[config.mk]
export PLATFORM = sky130hd
export DESIGN_NAME = mrad_top
export DESIGN_NICKNAME = d
export VERILOG_FILES = /design/src/verilog/mrad_pkg.sv /design/src/verilog/mrad_region_decode.sv /design/src/verilog/mrad_top.sv
export VERILOG_INCLUDE_DIRS = /design/src /design/src/verilog
export SDC_FILE = /design/constraint.sdc
export NUM_CORES = 1
export LEC_CHECK = 0
export ABC_AREA = 0
export BUFFER_PORTS_ARGS = -buffer_cell sky130_fd_sc_hd__buf_2
export CAP_MARGIN = 20
export CORE_ASPECT_RATIO = 0.75
export CORE_MARGIN = 4
export CORE_UTILIZATION = 30
export CTS_CLUSTER_SIZE = 30
export DETAILED_ROUTE_END_ITERATION = 10
export MAX_ROUTING_LAYER = met4
export REMOVE_ABC_BUFFERS = 1
export SLEW_MARGIN = 25
export SYNTH_ARGS = -nofsm -noshare
export SYNTH_HDL_FRONTEND = slang
export SYNTH_SLANG_ARGS = --single-unit
[constraint.sdc]
create_clock -name clk_sys -period 8.1 [get_ports clk_sys]
set_input_delay 2.025 -clock clk_sys [delete_from_list [all_inputs] [get_ports clk_sys]]
set_output_delay 2.025 -clock clk_sys [all_outputs]
set_load 0.02 [all_outputs]
[src/verilog/mrad_regs.svh]
// Address map bounds and bus constants for the region decoder.
// Assumes inclusion by its bare name from design files.
`ifndef MRAD_REGS_SVH
`define MRAD_REGS_SVH
// ****************************************************************
// Region bounds (inclusive upper ends, plus the private peripheral and vendor bases)
// ****************************************************************
`define MRAD_CODE_END 32'h1FFFFFFF
`define MRAD_SRAM_END 32'h3FFFFFFF
`define MRAD_PERIPH_END 32'h5FFFFFFF
`define MRAD_EXTRAM_END 32'h9FFFFFFF
`define MRAD_EXTDEV_END 32'hDFFFFFFF
`define MRAD_PPR_BASE 32'hE0000000
`define MRAD_PPR_END 32'hE00FFFFF
`define MRAD_VENDOR_BASE 32'hE0100000
// ****************************************************************
// Access sizes
// ****************************************************************
`define MRAD_SIZE_BYTE 2'h0
`define MRAD_SIZE_HALF 2'h1
`define MRAD_SIZE_WORD 2'h2
`endif

[src/verilog/mrad_pkg.sv]
// Types shared by the region decoder files.
// Assumes nothing of its surroundings.
package mrad_pkg;
    typedef enum logic [1:0] {
        MRAD_NORMAL = 2'h0,
        MRAD_DEVICE = 2'h1,
        MRAD_STRONG = 2'h2
    } mrad_mtype_t;
endpackage : mrad_pkg

[src/verilog/mrad_region_decode.sv]
// Combinational address map decode into memory type and execute-never attribute.
// Assumes a 32-bit byte address.
`timescale 1ns/10ps
`default_nettype none
`include "mrad_regs.svh"
module mrad_region_decode
    import mrad_pkg::*;
(
    input wire logic [31:0] addr,
    output mrad_mtype_t mtype,
    output logic execute_never_attr,
    output logic private_peripheral_region
);
    always_comb begin
        mtype = MRAD_DEVICE;
        execute_never_attr = 1'b1;
        private_peripheral_region = 1'b0;
        if (addr <= `MRAD_SRAM_END) begin
            mtype = MRAD_NORMAL;
            execute_never_attr = 1'b0;
        end else if (addr <= `MRAD_PERIPH_END) begin
            mtype = MRAD_DEVICE;
        end else if (addr <= `MRAD_EXTRAM_END) begin
            mtype = MRAD_NORMAL;
            execute_never_attr = 1'b0;
        end else if (addr <= `MRAD_EXTDEV_END) begin
            mtype = MRAD_DEVICE;
        end else if (addr <= `MRAD_PPR_END) begin
            mtype = MRAD_STRONG;
            private_peripheral_region = 1'b1;
        end else begin
            mtype = MRAD_DEVICE;
        end
    end
endmodule : mrad_region_decode
`default_nettype wire

[src/verilog/mrad_top.sv]
// Memory region attribute decoder: decodes the fixed map, orders accesses,
// holds one buffered Device write, runs barriers and places bytes little-endian.
// Assumes the core holds a request stable until accepted and the bus slave
// answers each issued access once with done, optionally with error.
//
// Function
// - Decode one fixed 4GB map into regions
// - Code, SRAM, external RAM are executable Normal
// - Normal accesses may reorder, speculative reads allowed
// - Peripheral, external, vendor ranges are Device, ordered
// - Private peripheral range: Strongly-ordered, word only
// - Strongly-ordered kept in order with everything
// - Device writes bufferable, Strongly-ordered never buffered
// - Fetch from execute-never region raises hard fault
// - Device/strong pairs per table keep program order
// - No order guaranteed for Normal pairs
// - Reordering never changes single-stream behaviour
// - Memory barrier drains before next transaction
// - Sync barrier drains before next instruction
// - Instruction barrier flushes prefetched instructions
// - Bytes numbered upward, four per word
// - Words stored least significant byte first
// - Byte, halfword and word data sizes
// - Fetches and private peripheral always little-endian
`timescale 1ns/10ps
`default_nettype none
`include "mrad_regs.svh"
module mrad_top
    import mrad_pkg::*;
(
    input wire logic clk_sys,
    input wire logic rst,
    // Core data request
    input wire logic req_valid,
    input wire logic req_write,
    input wire logic req_shareable,
    input wire logic [1:0] req_size,
    input wire logic [31:0] req_addr,
    input wire logic [31:0] req_wdata,
    output logic req_ready,
    output logic rsp_valid,
    output logic rsp_error,
    output logic [31:0] rsp_rdata,
    // Core fetch check
    input wire logic fetch_valid,
    input wire logic [31:0] fetch_addr,
    output logic hard_fault_exception,
    // Barriers
    input wire logic data_memory_barrier,
    input wire logic data_sync_barrier,
    input wire logic instruction_sync_barrier,
    output logic barrier_busy,
    output logic exec_stall,
    output logic prefetch_flush,
    // Bus side
    output logic bus_valid,
    output logic bus_write,
    output logic [31:0] bus_addr,
    output logic [31:0] bus_wdata,
    output logic [3:0] bus_strb,
    output mrad_mtype_t bus_mtype,
    input wire logic bus_done,
    input wire logic bus_error,
    input wire logic [31:0] bus_rdata
);
    // ****************************************************************
    // Decode
    // ****************************************************************
    mrad_mtype_t req_mtype;
    logic req_ppr;
    logic fetch_xn;

    // Data side needs the type and the word-only region; execute-never only
    // matters for fetches, so each copy leaves its other outputs open
    mrad_region_decode u_req_dec (
        .addr(req_addr),
        .mtype(req_mtype),
        .execute_never_attr(),
        .private_peripheral_region(req_ppr)
    );
    // Fetch side sees only the execute-never flag; fetches never reach
    // the data bus through this block, so their type is not needed
    mrad_region_decode u_fetch_dec (
        .addr(fetch_addr),
        .mtype(),
        .execute_never_attr(fetch_xn),
        .private_peripheral_region()
    );

    // ****************************************************************
    // Sequencer
    // ****************************************************************
    typedef enum logic [1:0] {
        MRAD_IDLE = 2'h0,
        MRAD_BUSY = 2'h1,
        MRAD_DRAIN = 2'h2
    } mrad_state_t;

    mrad_state_t state, next_state;
    logic buf_full, next_buf_full;
    logic busy_buffered, next_busy_buffered;
    logic [1:0] bar_kind, next_bar_kind;
    logic [1:0] low_addr, next_low_addr;
    logic [1:0] low_size, next_low_size;
    logic next_req_ready, next_rsp_valid, next_rsp_error;
    logic [31:0] next_rsp_rdata;
    logic next_hard_fault, next_barrier_busy, next_exec_stall, next_prefetch_flush;
    logic next_bus_valid, next_bus_write;
    logic [31:0] next_bus_addr, next_bus_wdata;
    logic [3:0] next_bus_strb;
    mrad_mtype_t next_bus_mtype;

    logic [3:0] strb;
    logic [31:0] lane_wdata;
    logic [31:0] lane_rdata;
    logic size_bad;

    // Little-endian lane placement: byte n of a word sits at address offset n
    always_comb begin
        strb = 4'hF;
        lane_wdata = req_wdata;
        case (req_size)
            `MRAD_SIZE_BYTE: begin
                strb = 4'h1 << req_addr[1:0];
                lane_wdata = {4{req_wdata[7:0]}};
            end
            `MRAD_SIZE_HALF: begin
                strb = req_addr[1] ? 4'hC : 4'h3;
                lane_wdata = {2{req_wdata[15:0]}};
            end
            default: begin
                strb = 4'hF;
                lane_wdata = req_wdata;
            end
        endcase
    end

    // Lanes are picked with the offset captured at issue, since req_addr may have moved on
    always_comb begin
        case (low_size)
            `MRAD_SIZE_BYTE: lane_rdata = {24'h000000, bus_rdata[{low_addr, 3'h0} +: 8]};
            `MRAD_SIZE_HALF: lane_rdata = {16'h0000, bus_rdata[{low_addr[1], 4'h0} +: 16]};
            default: lane_rdata = bus_rdata;
        endcase
    end

    // Sub-word private peripheral access is answered locally, never reaches the bus
    assign size_bad = req_ppr && (req_size != `MRAD_SIZE_WORD);

    always_comb begin
        next_state = state;
        next_buf_full = buf_full;
        next_busy_buffered = busy_buffered;
        next_bar_kind = bar_kind;
        next_low_addr = low_addr;
        next_low_size = low_size;
        next_req_ready = 1'b0;
        next_rsp_valid = 1'b0;
        next_rsp_error = 1'b0;
        next_rsp_rdata = rsp_rdata;
        next_hard_fault = 1'b0;
        next_prefetch_flush = 1'b0;
        next_barrier_busy = barrier_busy;
        next_exec_stall = exec_stall;
        next_bus_valid = bus_valid;
        next_bus_write = bus_write;
        next_bus_addr = bus_addr;
        next_bus_wdata = bus_wdata;
        next_bus_strb = bus_strb;
        next_bus_mtype = bus_mtype;
        // Fault only when the fetched word is actually executed; the core
        // raises fetch_valid for that, speculative prefetch is not checked
        if (fetch_valid && fetch_xn) begin
            next_hard_fault = 1'b1;
        end
        // Flush even mid-access: completed work is already visible to later fetches
        if (instruction_sync_barrier) begin
            next_prefetch_flush = 1'b1;
        end
        case (state)
            MRAD_IDLE: begin
                if (data_memory_barrier || data_sync_barrier) begin
                    next_state = MRAD_DRAIN;
                    next_bar_kind = {data_sync_barrier, data_memory_barrier};
                    next_barrier_busy = 1'b1;
                    next_exec_stall = data_sync_barrier;
                end else if (req_valid && !req_ready) begin
                    if (size_bad) begin
                        next_req_ready = 1'b1;
                        next_rsp_valid = 1'b1;
                        next_rsp_error = 1'b1;
                        next_hard_fault = 1'b1;
                    end else if (buf_full && !(req_mtype == MRAD_NORMAL && !req_write)) begin
                        // Wait for the buffered Device write first; every request waits,
                        // Normal reads and other words included, until it retires
                        next_state = state;
                    end else if (buf_full && req_addr[31:2] == bus_addr[31:2]) begin
                        next_state = state;
                    end else if (buf_full) begin
                        next_state = state;
                    end else begin
                        next_bus_valid = 1'b1;
                        next_bus_write = req_write;
                        next_bus_addr = req_addr;
                        next_bus_wdata = lane_wdata;
                        next_bus_strb = strb;
                        next_bus_mtype = req_mtype;
                        next_low_addr = req_addr[1:0];
                        next_low_size = req_size;
                        next_req_ready = 1'b1;
                        // Posted Device write frees the core now; strong never
                        // Shareable Device writes are not posted: one ordering rule is cheaper
                        if (req_write && req_mtype == MRAD_DEVICE && !req_shareable) begin
                            next_buf_full = 1'b1;
                            next_busy_buffered = 1'b1;
                            next_rsp_valid = 1'b1;
                        end else begin
                            next_busy_buffered = 1'b0;
                            next_state = MRAD_BUSY;
                        end
                    end
                end
            end
            MRAD_BUSY: begin
                if (bus_done) begin
                    next_bus_valid = 1'b0;
                    next_state = MRAD_IDLE;
                    next_rsp_valid = 1'b1;
                    next_rsp_error = bus_error;
                    next_rsp_rdata = bus_write ? 32'h00000000 : lane_rdata;
                    // A bus error must not mask a fetch fault of the same cycle
                    next_hard_fault = next_hard_fault || bus_error;
                end
            end
            MRAD_DRAIN: begin
                // Barrier completes only once nothing is buffered and the bus is idle
                if (!buf_full && !bus_valid) begin
                    next_state = MRAD_IDLE;
                    next_barrier_busy = 1'b0;
                    next_exec_stall = 1'b0;
                    next_bar_kind = 2'h0;
                end
            end
            default: next_state = MRAD_IDLE;
        endcase
        // Buffered write retires in the background
        if (buf_full && busy_buffered && bus_done) begin
            next_buf_full = 1'b0;
            next_busy_buffered = 1'b0;
            next_bus_valid = 1'b0;
            // Keep any fault already raised this cycle
            next_hard_fault = next_hard_fault || bus_error;
        end
    end

    always_ff @(posedge clk_sys or posedge rst) begin
        if (rst) begin
            state <= MRAD_IDLE;
            buf_full <= 1'b0;
            busy_buffered <= 1'b0;
            bar_kind <= 2'h0;
            low_addr <= 2'h0;
            low_size <= 2'h0;
            req_ready <= 1'b0;
            rsp_valid <= 1'b0;
            rsp_error <= 1'b0;
            rsp_rdata <= 32'h00000000;
            hard_fault_exception <= 1'b0;
            barrier_busy <= 1'b0;
            exec_stall <= 1'b0;
            prefetch_flush <= 1'b0;
            bus_valid <= 1'b0;
            bus_write <= 1'b0;
            bus_addr <= 32'h00000000;
            bus_wdata <= 32'h00000000;
            bus_strb <= 4'h0;
            bus_mtype <= MRAD_NORMAL;
        end else begin
            state <= next_state;
            buf_full <= next_buf_full;
            busy_buffered <= next_busy_buffered;
            bar_kind <= next_bar_kind;
            low_addr <= next_low_addr;
            low_size <= next_low_size;
            req_ready <= next_req_ready;
            rsp_valid <= next_rsp_valid;
            rsp_error <= next_rsp_error;
            rsp_rdata <= next_rsp_rdata;
            hard_fault_exception <= next_hard_fault;
            barrier_busy <= next_barrier_busy;
            exec_stall <= next_exec_stall;
            prefetch_flush <= next_prefetch_flush;
            bus_valid <= next_bus_valid;
            bus_write <= next_bus_write;
            bus_addr <= next_bus_addr;
            bus_wdata <= next_bus_wdata;
            bus_strb <= next_bus_strb;
            bus_mtype <= next_bus_mtype;
        end
    end
endmodule : mrad_top
`default_nettype wire
== Word level (Yosys, flattened, before mapping) ==
Index checks and enable logic that the tools add are counted.

* Register bits after elaboration: 119
* Bits of input ports: 141
* Logic and storage cells: 185

* Magnitude comparators: 8
* Eq/ne operators: 28
* Shifts and indexed selects: 3
* Muxes and demuxes: 87
* Bitwise logic cells: 5
* Reduce and logical (&&, ||, !) cells: 35

{| class="wikitable"
|+ Operators with widths
! cell !! number
|-
| 32-bit <= comparator, second input constant || 4
|-
| 32-bit case mux with 2 select lines || 2
|-
| 32-bit by 30-bit <= comparator with 1-bit output, second input constant || 2
|-
| 32-bit by 31-bit <= comparator with 1-bit output, second input constant || 2
|-
| 1-bit two-way mux || 61
|-
| 3-bit != test, second input constant || 13
|-
| 32-bit two-way mux || 1
|-
| 32-bit by 6-bit indexed part select with 16-bit output || 1
|-
| 32-bit by 6-bit indexed part select with 8-bit output || 1
|-
| 30-bit == test || 1
|-
| 2-bit two-way mux || 14
|-
| 8-bit AND reduction || 2
|-
| 7-bit AND reduction || 2
|-
| 1-bit case mux with 2 select lines || 6
|-
| 1-bit logical AND || 11
|-
| 2-bit by 1-bit != test with 1-bit output, second input constant || 5
|-
| 2-bit by 1-bit == test with 1-bit output, second input constant || 4
|-
| 2-bit logical NOT || 4
|-
| 2-bit != test, second input constant || 4
|-
| 4-bit case mux with 2 select lines || 1
|-
| 1-bit logical NOT || 6
|-
| 2-bit case mux with 3 select lines || 1
|-
| 6-bit AND reduction || 1
|-
| 2-bit nonzero test || 3
|-
| 8 further kinds || 14
|}

== Longest topological paths before layout ==
* Depth after elaboration: 18
* Depth in mapped cells: 7
* Depth with buffers taken out: 4

== Hierarchy ==
Synthesis repeated with hierarchy kept, for this count alone.

* Cell total of the unflattened synthesis: 485
* Area total of the unflattened synthesis: 5450.2 um^2

{| class="wikitable"
|+ Modules (own cells, without submodules)
! module !! times used !! cells an instance !! area each (um^2) !! sequential area each (um^2)
|-
| mrad_top || 1 || 469 || 5307.6 || 2927.8
|-
| mrad_region_decode || 2 || 8 || 71.3 || 0.0
|}

== Worst setup path after synthesis ==
Ideal clock, no wire load.

* Kind: input port to flip-flop
* Start point: in data_sync_barrier
* End point: reg bus_addr[24]
* Setup time: 125 ps
* Arrival: 3821 ps
* Required time: 7975 ps
* Path slack: 4154 ps
* Stages: 7
* Buffers on the path: 3
* Path through: or2_1 > or4_1 > clkbuf_2 > or3_4 > buf_6 > buf_6 > mux2_4

* Longest elaborated chain between the ends: 3

{| class="wikitable"
|+ Ends and longest elaborated chain
! what !! RTL line !! RTL
|-
| from (decl) || mrad_top.sv:50 || <nowiki>input wire logic data_sync_barrier,</nowiki>
|-
| 1-bit logical OR || mrad_top.sv:182 || <nowiki>if (data_memory_barrier || data_sync_barrier) begin</nowiki>
|-
| 1-bit inverter (no line) || n/a ||
|-
| 7-bit AND reduction (no line) || n/a ||
|-
| to (signal assigned) || mrad_top.sv:295 || <nowiki>bus_addr <= next_bus_addr;</nowiki>
|-
| to (decl) || mrad_top.sv:58 || <nowiki>output logic [31:0] bus_addr,</nowiki>
|}

Every way passes these cells.
A chain may end at the register's enable or synchronous reset.

== Worst setup path after layout ==
* Start point: in req_addr[23]
* End point: reg bus_wdata[24]

* Longest elaborated chain between the ends: 12
* Elaborated cells between the ends (all ways): 26

{| class="wikitable"
|+ Ends and longest elaborated chain
! what !! RTL line !! RTL
|-
| from (decl) || mrad_top.sv:38 || <nowiki>input wire logic [31:0] req_addr,</nowiki>
|-
| 32-bit <= comparator (no line) || n/a ||
|-
| 2-bit two-way mux || mrad_region_decode.sv:28 || <nowiki>end else if (addr <= `MRAD_PPR_END) begin</nowiki>
|-
| 2-bit two-way mux || mrad_region_decode.sv:26 || <nowiki>end else if (addr <= `MRAD_EXTDEV_END) begin</nowiki>
|-
| 2-bit two-way mux || mrad_region_decode.sv:23 || <nowiki>end else if (addr <= `MRAD_EXTRAM_END) begin</nowiki>
|-
| 2-bit two-way mux || mrad_region_decode.sv:21 || <nowiki>end else if (addr <= `MRAD_PERIPH_END) begin</nowiki>
|-
| 2-bit two-way mux || mrad_region_decode.sv:18 || <nowiki>if (addr <= `MRAD_SRAM_END) begin</nowiki>
|-
| 2-bit logical NOT || mrad_top.sv:193 || <nowiki>end else if (buf_full && !(req_mtype == MRAD_NORMAL && !req_write)) begin</nowiki>
|-
| 1-bit logical AND || mrad_top.sv:193 ||
|-
| 1-bit logical NOT || mrad_top.sv:193 ||
|-
| 1-bit logical AND || mrad_top.sv:193 ||
|-
| 1-bit inverter (no line) || n/a ||
|-
| 7-bit AND reduction (no line) * || n/a ||
|-
| to (signal assigned) || mrad_top.sv:296 || <nowiki>bus_wdata <= next_bus_wdata;</nowiki>
|-
| to (decl) || mrad_top.sv:59 || <nowiki>output logic [31:0] bus_wdata,</nowiki>
|}

Every way passes the cells marked *; elsewhere a longest branch is shown, timed or not.

==> impl_metrics.env <==
export IMPL_maxSlewViolCount=0
export IMPL_crit_fanout=55
export IMPL_worstPathArrival_ns=4.97
export IMPL_synth_cell_types=42
export IMPL_yosys_area_top_type_share_pct=53.46
export IMPL_die_width_um=164.0
export IMPL_first_pass_iters=4
export IMPL_drc=0
export IMPL_drv_cap=0
export IMPL_netlist_area_um2=5477
export IMPL_post_cts_resized=0
export IMPL_fin_worst_skew_ns=0.01052
export IMPL_tightestPinTransition_ns=0.8872
export IMPL_ios=252
export IMPL_worst_ep_required_time_ns=8.39
export IMPL_powerDensity_nw_per_um2=329.8
export IMPL_vias=4222
export IMPL_routed_wl_um=15090
export IMPL_io_buffer_count=222
export IMPL_grt_overflow=0
export IMPL_cts_sinks=117
export IMPL_post_route_min_period_ns=4.681
export IMPL_irDropWorstVdd_mv=0.1661
export IMPL_nNetsFinal=786
export IMPL_ys_seq_elements=117
export IMPL_run_status="complete, no violations"
export IMPL_grt_max_degree=64
export IMPL_drtAntennaViolNets=0
export IMPL_dp_hpwl_um=10870
export IMPL_area_delta_synth_final_pct=35.05
export IMPL_cts_root_buffer="clkbuf_16"
export IMPL_start_util_pct=30.83
export IMPL_synthCells=423
export IMPL_drive_above_1_share_pct=54.10
export IMPL_num_fill_cells=1743
export IMPL_end_kind="flop"
export IMPL_relSlewSlack_pct=40.85
export IMPL_rows=42
export IMPL_grt_use_total_pct=15.23
export IMPL_cts_setup_buffers=0
export IMPL_async_flop_share_pct=100.0
export IMPL_synth_edf_count=0
export IMPL_crit_type="primary input to flop"
export IMPL_ctsHoldBuffers=0
export IMPL_clk_latency_ns=0.41
export IMPL_grt_setup_unrepaired="false"
export IMPL_tns_ns=0
export IMPL_period_share_pct=57.80
export IMPL_synth_ff_type="dfrtp_1"
export IMPL_diodes=0
export IMPL_cp_start_kind="primary input"
export IMPL_synth_seq_area_share_pct=53.46
export IMPL_die_h_um=125.0
export IMPL_hold_violations=0
export IMPL_synth_warnings=0
export IMPL_setup_viol=0
export IMPL_syn_avg_cell_area_um2=12.95
export IMPL_routed_via_density=4.691
export IMPL_p_leak_nw=4.002
export IMPL_postPlaceCellArea_um2=6795
export IMPL_cts_tree="done"
export IMPL_htreeDepth=4
export IMPL_yosysTopAreaCell="dfrtp_1"
export IMPL_drtIter0Drc=254
export IMPL_cts_buffer_depth=2
export IMPL_core_area_um2=17760
export IMPL_hp_class="flop to flop"
export IMPL_fin_area_um2=7396
export IMPL_numCtsBuffers=17
export IMPL_grt_pass1_wl_um=24240
export IMPL_wl_per_cell_um=16.76
export IMPL_gp_congestion=0.7825
export IMPL_yosys_top_cells_area="dfrtp_1 (53%), mux2_4 (13%), mux2_2 (9.7%)"
export IMPL_grt_pass1_vias=4580
export IMPL_max_freq_mhz=213.6
export IMPL_die_area_um2=20500
export IMPL_antenna_found_initial=0
export IMPL_path_clk_slew_ns=0.06
[area by class of cell]
| class | instances | area, um2 | share of cell area (%) |
|---|---|---|---|
| Clock buffer | 20 | 446.7 | 6.040 |
| Sequential cell | 117 | 2928 | 39.59 |
| Multi-Input combinational cell | 274 | 2387 | 32.28 |
| Timing Repair Buffer | 226 | 1141 | 15.43 |
| Inverter | 9 | 36.28 | 0.4906 |
| Tap cell | 242 | 302.8 | 4.094 |
| Clock inverter | 12 | 153.9 | 2.081 |
[cells by family after synthesis]
family | share of synthesized area (%)
buffers and inverters | 3.084
AO/OA/AOI/OAI | 10.33
AND/OR/NAND/NOR | 9.116
multiplexers | 24.01
flip-flops | 53.46
[where the power goes]
part	internal [mW]	total, mW	switching, mW
combinational	0.366	0.788	0.422
clock	0.492	0.766	0.274
sequential	0.756	0.886	0.130
total	1.61	2.44	0.825
[per-layer routing]
| metal | wire (um) | track usage [%] | vias up |
|---|---|---|---|
| met3 | 1021 | 5.033 | 17 |
| li1 | - | - | 1978 |
| met4 | 186 | 4.290 | 0 |
| met5 | 0 | - | - |
| met1 | 7047 | 20.25 | 2077 |
| met2 | 6833 | 22.32 | 150 |
[final timing paths]
check                         startpoint       endpoint  slack, ns  cells after the start
setup / recovery            req_addr[23]  bus_wdata[24]       3.42                      6
setup reg to reg                state[1]  bus_wdata[23]       5.34                      4
min in group asynchronous            rst   rsp_rdata[8]       1.72                      2
hold reg to reg            rsp_rdata[12]  rsp_rdata[12]       0.47                      2
max in group asynchronous            rst   bus_addr[29]       5.06                      3
hold / removal             rsp_rdata[12]  rsp_rdata[12]       0.47                      2
[critical path, stage by stage]
cell       delay, ns
buf_2           0.11
or4_1           0.64
a2111oi_4       0.47
or3_4           0.48
buf_4           0.75
mux2_2          0.42
[registers in the layout, indices dropped and copies added, names as in the netlist, 2 cells and up]
name and flops:
state 2, bus_strb 4, low_size 2, rsp_rdata 32, bus_addr 32, bus_mtype 2
bus_wdata 32
[synthesized netlist by cell type (4+ instances only)]
master       n
or3_1       10
buf_6        6
nand2_1     41
a21oi_1     14
clkbuf_1    13
nor2_1       8
o31ai_1      5
dfrtp_1    117
a22o_1      16
o221ai_1     4
a22oi_1      9
mux2i_1      8
nand4bb_1    5
o21ai_0     17
nand2b_1    11
mux2_4      47
inv_1        9
mux2_2      47
[placed cells by master, fill, tap and decap left out, types with 4 or more instances in the layout]
| master | Yosys | final |
|---|---|---|
| a21oi_1 | 14 | 14 |
| a22o_1 | 16 | 16 |
| a22oi_1 | 9 | 9 |
| buf_2 | 2 | 222 |
| buf_4 | 0 | 4 |
| clkbuf_16 | 0 | 17 |
| dfrtp_1 | 117 | 117 |
| inv_1 | 9 | 8 |
| mux2_2 | 47 | 47 |
| mux2_4 | 47 | 47 |
| mux2i_1 | 8 | 8 |
| nand2_1 | 41 | 41 |
| nand2b_1 | 11 | 11 |
| nand4bb_1 | 5 | 5 |
| nor2_1 | 8 | 7 |
| o21ai_0 | 17 | 17 |
| o221ai_1 | 4 | 4 |
| o31ai_1 | 5 | 5 |
| or3_1 | 10 | 10 |
[stage by stage]
step                      setup slack [ns]  power, mW  util, %  cells  hold slack, ns
after floorplan                      2.974      1.391        -    400          0.4707
after global placement               3.058      1.669    38.21    868          0.4519
after detailed placement             2.979      1.687    38.26    868          0.4551
after CTS                            3.420      2.471    41.64    900          0.4743
after global routing                 3.315      2.575    41.64    900          0.5006
final                                3.419      2.439    41.64    900          0.4685
No activity file was read; power rests on OpenSTA's default activity.
